`src/rot_bitset_pkg.sv`:
```
// Purpose: shared constants for the accumulator rotate and bit-set unit
// Assumes: 8-bit accumulator, one machine cycle per instruction
// Notes: opcode values are the instruction byte encodings
package rot_bitset_pkg;
	localparam int ACC_WIDTH = 8;
	localparam logic [7:0] OPC_ROTATE_ACC_LEFT = 8'h23;
	localparam logic [7:0] OPC_ROTATE_ACC_LEFT_THRU_CARRY = 8'h33;
	localparam logic [7:0] OPC_ROTATE_ACC_RIGHT = 8'h03;
	localparam logic [7:0] OPC_ROTATE_ACC_RIGHT_THRU_CARRY = 8'h13;
	localparam logic [7:0] OPC_SET_BIT_OP_CARRY = 8'hD3;
	localparam logic [7:0] OPC_SET_BIT_OP_BIT = 8'hD2;
	localparam logic [7:0] ACC_RESET = 8'h00;
	localparam logic CARRY_RESET = 1'b0;
	localparam logic [7:0] BIT_ADDR_RESET = 8'h00;
endpackage

```
`src/accumulator_rotate_bitset_unit.sv`:
```
// Purpose: executes accumulator rotates and the set-bit instruction
// Assumes: decoder presents one opcode per machine cycle with execValid
// Notes: direct-bit set is handed out as a one-cycle write pulse
`timescale 1ns/1ns
// Summary of operation
// - opcode 0x23 rotates the accumulator left with bit 7 into bit 0 in one cycle.
// - plain left and right rotates leave carry and every other flag unchanged.
// - opcode 0x33 rotates accumulator and carry left as a nine-bit ring.
// - plain right rotate moves bits down and bit 0 into bit 7 in one cycle.
// - opcode 0x13 moves bit 0 into carry and shifts the other bits down.
// - right rotate through carry puts the old carry into bit 7, other flags untouched.
// - set-bit forces carry or the addressed bit to one and alters no other flag.
module accumulator_rotate_bitset_unit (
	// clock and reset
	input wire logic clock,
	input wire logic arst_n,
	// instruction from the decoder
	input wire logic execValid,
	input wire logic [7:0] opcode,
	input wire logic [7:0] bitAddr,
	// architectural state
	output logic [7:0] acc,
	output logic carry,
	// direct-bit write towards the bit-addressable space
	output logic bitWrite,
	output logic [7:0] bitWriteAddr,
	output logic bitWriteData,
	// completion
	output logic execDone
);
	// ----------------------------------------
	// decode
	// ----------------------------------------
	wire logic isLeft;
	wire logic isLeftC;
	wire logic isRight;
	wire logic isRightC;
	wire logic isSetC;
	wire logic isSetBit;
	wire logic isRotate;
	wire logic [7:0] rotAcc;
	wire logic rotCarry;
	logic [7:0] next_acc;
	logic next_carry;

	assign isLeft = execValid && opcode == rot_bitset_pkg::OPC_ROTATE_ACC_LEFT;
	assign isLeftC = execValid && opcode == rot_bitset_pkg::OPC_ROTATE_ACC_LEFT_THRU_CARRY;
	assign isRight = execValid && opcode == rot_bitset_pkg::OPC_ROTATE_ACC_RIGHT;
	assign isRightC = execValid && opcode == rot_bitset_pkg::OPC_ROTATE_ACC_RIGHT_THRU_CARRY;
	assign isSetC = execValid && opcode == rot_bitset_pkg::OPC_SET_BIT_OP_CARRY;
	assign isSetBit = execValid && opcode == rot_bitset_pkg::OPC_SET_BIT_OP_BIT;
	assign isRotate = isLeft || isLeftC || isRight || isRightC;

	rot_shift_core u_rot (
		.accIn(acc),
		.carryIn(carry),
		.dirRight(isRight || isRightC),
		.thruCarry(isLeftC || isRightC),
		.accOut(rotAcc),
		.carryOut(rotCarry)
	);

	// ----------------------------------------
	// next state
	// ----------------------------------------
	// carry only moves for the through-carry forms and set carry; plain rotates keep it
	assign next_acc = isRotate ? rotAcc : acc;
	assign next_carry = isSetC ? 1'b1 : (isRotate ? rotCarry : carry);

	always_ff @(posedge clock or negedge arst_n) begin
		if (!arst_n) begin
			acc <= rot_bitset_pkg::ACC_RESET;
			carry <= rot_bitset_pkg::CARRY_RESET;
			bitWrite <= 1'b0;
			bitWriteAddr <= rot_bitset_pkg::BIT_ADDR_RESET;
			bitWriteData <= 1'b0;
			execDone <= 1'b0;
		end else begin
			acc <= next_acc;
			carry <= next_carry;
			bitWrite <= isSetBit;
			if (isSetBit) begin
				bitWriteAddr <= bitAddr;
			end
			bitWriteData <= isSetBit;
			execDone <= isRotate || isSetC || isSetBit;
		end
	end

	// ----------------------------------------
	// checks
	// ----------------------------------------
	property p_left;
		@(posedge clock) disable iff (!arst_n)
		isLeft |=> acc == {$past(acc[6:0]), $past(acc[7])} && execDone;
	endproperty
	a_left: assert property (p_left) else $error("left rotate wrong");

	property p_plain_carry;
		@(posedge clock) disable iff (!arst_n)
		(isLeft || isRight) |=> carry == $past(carry);
	endproperty
	a_plain_carry: assert property (p_plain_carry) else $error("carry moved");

	property p_leftc;
		@(posedge clock) disable iff (!arst_n)
		isLeftC |=> {carry, acc} == {$past(acc), $past(carry)};
	endproperty
	a_leftc: assert property (p_leftc) else $error("left thru carry wrong");

	property p_right;
		@(posedge clock) disable iff (!arst_n)
		isRight |=> acc == {$past(acc[0]), $past(acc[7:1])};
	endproperty
	a_right: assert property (p_right) else $error("right rotate wrong");

	property p_rightc_carry;
		@(posedge clock) disable iff (!arst_n)
		isRightC |=> carry == $past(acc[0]) && acc[6:0] == $past(acc[7:1]);
	endproperty
	a_rightc_carry: assert property (p_rightc_carry) else $error("right carry wrong");

	property p_rightc_top;
		@(posedge clock) disable iff (!arst_n)
		isRightC |=> acc[7] == $past(carry);
	endproperty
	a_rightc_top: assert property (p_rightc_top) else $error("bit 7 not old carry");

	property p_set_bit_op;
		@(posedge clock) disable iff (!arst_n)
		isSetC |=> carry && $stable(acc) && !bitWrite;
	endproperty
	a_set_bit_op: assert property (p_set_bit_op) else $error("set carry failed");

	property p_setbit;
		@(posedge clock) disable iff (!arst_n)
		isSetBit |=> bitWrite && bitWriteData && bitWriteAddr == $past(bitAddr) && $stable(carry);
	endproperty
	a_setbit: assert property (p_setbit) else $error("set bit failed");

	property p_right_done;
		@(posedge clock) disable iff (!arst_n)
		isRight |=> execDone ##1 (execDone == $past(isRotate || isSetC || isSetBit));
	endproperty
	a_right_done: assert property (p_right_done) else $error("right rotate not one cycle");

	// ----------------------------------------
	// checks: completion and write port
	// ----------------------------------------
	// the write port is shared with the rest of the core, so a stray pulse would corrupt a port bit
	property p_leftc_done;
		@(posedge clock) disable iff (!arst_n)
		isLeftC |=> execDone && !bitWrite;
	endproperty
	a_leftc_done: assert property (p_leftc_done) else $error("left thru carry not one cycle");

	property p_rightc_done;
		@(posedge clock) disable iff (!arst_n)
		isRightC |=> execDone && !bitWrite;
	endproperty
	a_rightc_done: assert property (p_rightc_done) else $error("right thru carry not one cycle");

	property p_plain_nowrite;
		@(posedge clock) disable iff (!arst_n)
		(isLeft || isRight) |=> !bitWrite && !bitWriteData;
	endproperty
	a_plain_nowrite: assert property (p_plain_nowrite) else $error("plain rotate wrote a bit");

	property p_ring_addr;
		@(posedge clock) disable iff (!arst_n)
		(isLeftC || isRightC) |=> $stable(bitWriteAddr) && !bitWriteData;
	endproperty
	a_ring_addr: assert property (p_ring_addr) else $error("carry rotate touched write port");

	property p_set_bit_op_done;
		@(posedge clock) disable iff (!arst_n)
		isSetC |=> execDone && $stable(bitWriteAddr);
	endproperty
	a_set_bit_op_done: assert property (p_set_bit_op_done) else $error("set carry not one cycle");

	property p_setbit_acc;
		@(posedge clock) disable iff (!arst_n)
		isSetBit |=> execDone && $stable(acc);
	endproperty
	a_setbit_acc: assert property (p_setbit_acc) else $error("set bit moved the accumulator");

	property p_write_data;
		@(posedge clock) disable iff (!arst_n)
		bitWriteData == bitWrite;
	endproperty
	a_write_data: assert property (p_write_data) else $error("write data not one");

	property p_addr_hold;
		@(posedge clock) disable iff (!arst_n)
		!isSetBit |=> $stable(bitWriteAddr);
	endproperty
	a_addr_hold: assert property (p_addr_hold) else $error("write address moved");

	// unknown opcodes belong to other units, so nothing here may move for them
	property p_idle;
		@(posedge clock) disable iff (!arst_n)
		!(isRotate || isSetC || isSetBit) |=> !execDone && !bitWrite && $stable(acc) && $stable(carry);
	endproperty
	a_idle: assert property (p_idle) else $error("state moved without a known opcode");

	property p_write_src;
		@(posedge clock) disable iff (!arst_n)
		bitWrite |-> $past(isSetBit);
	endproperty
	a_write_src: assert property (p_write_src) else $error("write pulse without set bit");

	property p_done_src;
		@(posedge clock) disable iff (!arst_n)
		execDone |-> $past(isRotate || isSetC || isSetBit);
	endproperty
	a_done_src: assert property (p_done_src) else $error("done without an opcode");

	property p_rightc_ring;
		@(posedge clock) disable iff (!arst_n)
		isRightC |=> {acc, carry} == {$past(carry), $past(acc)};
	endproperty
	a_rightc_ring: assert property (p_rightc_ring) else $error("right ring wrong");
endmodule

```
`src/rot_shift_core.sv`:
```
// Purpose: combinational rotate of the accumulator, with or without carry
// Assumes: operands valid in the same cycle
// Notes: pure logic, no state
`timescale 1ns/1ns
module rot_shift_core (
	// operands
	input wire logic [7:0] accIn,
	input wire logic carryIn,
	// selection
	input wire logic dirRight,
	input wire logic thruCarry,
	// result
	output logic [7:0] accOut,
	output logic carryOut
);
	wire logic leftFill;
	wire logic rightFill;
	assign leftFill = thruCarry ? carryIn : accIn[7];
	assign rightFill = thruCarry ? carryIn : accIn[0];
	assign accOut = dirRight ? {rightFill, accIn[7:1]} : {accIn[6:0], leftFill};
	assign carryOut = thruCarry ? (dirRight ? accIn[0] : accIn[7]) : carryIn;
endmodule

```
`config.mk`:
```
export PLATFORM = sky130hd
export DESIGN_NAME = accumulator_rotate_bitset_unit
export DESIGN_NICKNAME = d
export VERILOG_FILES = /design/src/rot_bitset_pkg.sv /design/src/accumulator_rotate_bitset_unit.sv /design/src/rot_shift_core.sv
export SDC_FILE = /design/constraint.sdc
export NUM_CORES = 1
export LEC_CHECK = 0
export ABC_AREA = 0
export BUFFER_PORTS_ARGS = -buffer_cell sky130_fd_sc_hd__buf_2
export CORE_MARGIN = 2
export CORE_UTILIZATION = 49
export CTS_CLUSTER_SIZE = 14
export DETAILED_ROUTE_END_ITERATION = 12
export GPL_TIMING_DRIVEN = 0
export PLACE_DENSITY = 0.82
export SETUP_SLACK_MARGIN = 0.5
export SLEW_MARGIN = 20
export SYNTH_ARGS = -nofsm -noshare
export SYNTH_HDL_FRONTEND = slang
export SYNTH_SLANG_ARGS = --single-unit
```
`constraint.sdc`:
```
create_clock -name clock -period 3.11 [get_ports clock]
set_clock_uncertainty 0.05 [all_clocks]
set_input_delay 0.4665 -clock clock [delete_from_list [all_inputs] [get_ports clock]]
set_output_delay 0.4665 -clock clock [all_outputs]
set_load 0.005 [all_outputs]
```
==> impl_metrics.json <==
{
  "ctsHoldBuffers": 0,
  "maxCapViolCount": 0,
  "wirelength_um": 1800,
  "cts_made_buffers": 3,
  "hold_viol": 0,
  "timing.fmax_mhz": 627,
  "ioPinCount": 39,
  "grt_pass1_wl_um": 2750,
  "fin_setup_tns_ns": 0,
  "slowest_delay_ns": 0.35,
  "nets": 137,
  "drc_errors": 0,
  "place_ws_ns": 1.21,
  "endpoint_kind": "register",
  "finalCritPeriodShare": 0.513,
  "tritoncts": "done",
  "syn-num-nets": 94,
  "synth_cells": 75,
  "clk_pin_slew_ns": 0.11,
  "start_kind": "primary input",
  "core_area_um2": 1710,
  "ff2ff_setup_slack_ns": 1.99,
  "power_density_nw_per_um2": 390,
  "grt_antenna_before_repair": 0,
  "initial_core_util": 0.519,
  "async_flop_share": 1.00,
  "yosys_most_used_dff": "dfrtp_1",
  "cts_resized": 0,
  "cts_buffer_depth": 2,
  "diodes": 0,
  "htree_num_levels": 1,
  "num_rows": 15,
  "place_congestion": 0.825,
  "timing.rr.start": "acc[7]",
  "overflow": 0,
  "critical_path_arrival_ns": 1.73,
  "grt_setup_unrepaired": "no",
  "slew_headroom": 0.721,
  "dieArea_um2": 2160,
  "drive_above_1_share": 0.487,
  "viasPerCell": 5.24,
  "startpoint": "opcode[5]",
  "synth_warnings": 0,
  "ctsRootBufferMaster": "clkbuf_4",
  "ys_top_cells_by_area": "dfrtp_1 54%, mux2_2 11%, mux2i_1 7.9%, o21ai_0 5.1%, nand2_1 3.8%",
  "final_antenna_net_count": 0,
  "path_class": "primary input to register",
  "synth-seq-area-share": 0.537,
  "power_leakage_uw": 0.000605,
  "via_count": 744,
  "placement.io_buffers": 38,
  "synth_top_cell_by_area": "dfrtp_1",
  "dr.pass1.iters": 4,
  "drt_iter0_drc": 3,
  "rr_worst_depth": 3,
  "cts_setup_buffers": 0,
  "grtUsageTotal": 0.184,
  "ys_seq_elements": 19,
  "dpl.hpwl_um": 1410,
  "setup_violations": 0,
  "drv_slew": 0,
  "syn-cell-area_um2": 886,
  "synth_edf_count": 0,
  "holdCritPathClass": "primary input to asynchronous set/reset pin",
  "areaGrowthSynthToFinish_pct": 28.0,
  "stdcell_count": 142,
  "status": "finished clean",
  "crit_chain": "buf_2 -> nor4b_1 -> buf_4 -> mux2_2 -> mux2i_1 -> o21ai_0",
  "avgSynthCellArea_um2": 11.8,
  "crit_required_ns": 3.24,
  "setup_slack_ns": 1.52,
  "grt_max_degree": 20,
  "first_global_vias": 625,
  "dpl.cell_count": 138,
  "avgRoutedWirePerCell_um": 12.7,
  "min_period_ns": 1.59,
  "slowest_stage": "mux2_2",
  "path_max_fanout": 10,
  "die_x_um": 46.5,
  "clk_latency_ns": 0.29,
  "ys_types": 22,
  "peakVddDrop_mv": 0.274,
  "clock_sinks": 19,
  "worstMarginPinSlew_ns": 0.419,
  "die_height_um": 46.5,
  "synth.top_cell.area_share": 0.537
}
==> cells by family (layout without fill, tap and decap cells) <==
group | after synthesis | in the layout | share of synthesized area
flops | 19 | 19 | 0.537
buf+inv | 4 | 46 | 0.0268
simple gates | 23 | 23 | 0.168
mux | 16 | 16 | 0.194
compound gates | 13 | 13 | 0.0749
==> per-stage QoR <==
step                      cell area (um^2)  utilization  power [uW]  hold WS (ns)
after floorplan                        886            -         291         0.121
after global placement                1110        0.648         322         0.364
after detailed placement              1110        0.648         325         0.371
after CTS                             1130        0.664         445        0.0503
after global routing                  1130        0.664         466        0.0623
final                                 1130        0.664         442        0.0375
==> registers in the layout, summed over array words and instances (netlist names) <==
| register | cells |
|---|---|
| acc | 8 |
| bitWriteAddr | 8 |
| bitWriteData | 1 |
| carry | 1 |
| execDone | 1 |
==> critical path: cells and delay by family <==
family	cells	cell delay, ns
multiplexers	2	0.49
buffers and inverters	2	0.37
AND/OR/NAND/NOR	1	0.30
AO/OA/AOI/OAI	1	0.10
==> metal layers <==
metal / vias to the layer above / GRT usage / routed length [um]
li1: 353 / - / -
met1: 363 / 0.246 / 815
met2: 26 / 0.292 / 862
met3: 2 / 0.0275 / 108
met4: 0 / 0.0857 / 15
met5: - / 0 / 0
==> Yosys cell counts, types with 2 or more instances <==
master and number:
nor2_1 2, dfrtp_1 19, buf_4 2, mux2i_1 7, nor2b_1 2, o21ai_0 9
a21oi_1 3, nand2_1 9, mux2_2 9
==> cell type report <==
class                   instances  area [um^2]
flip-flops and latches         19          475
multi-input cells              52          387
fillers                       140          574
repair buffers                 38          190
well taps                      25         31.3
clock buffers                   4         26.3
plain buffers                   3         20.0
inverters                       1         3.75
==> layout by cell type, fill, tap and decap left out, types with 2 or more instances in the layout <==
cell type | netlist | routed
o21ai_0 | 9 | 9
clkbuf_4 | 0 | 3
mux2i_1 | 7 | 7
buf_4 | 2 | 2
a21oi_1 | 3 | 3
mux2_2 | 9 | 9
nand2_1 | 9 | 9
nor2_1 | 2 | 2
buf_2 | 1 | 39
dfrtp_1 | 19 | 19
nor2b_1 | 2 | 2
==> where the power goes <==
group	total, uW	leakage (uW)	internal, uW	switching (uW)
combinational	54.1	0.000328	28.5	25.6
sequential	265	0.000262	257	8.44
clock	123	0.0000150	49.8	72.8
==> final timing paths <==
| path | endpoint |
|---|---|
| min in group clock | bitWriteAddr[2] |
| setup / recovery | carry |
| hold / removal | acc[5] |
| max in group asynchronous | bitWriteAddr[5] |
| setup reg to reg | carry |
| hold reg to reg | bitWriteAddr[2] |
Note: power is estimated with default switching activity, not from simulation.
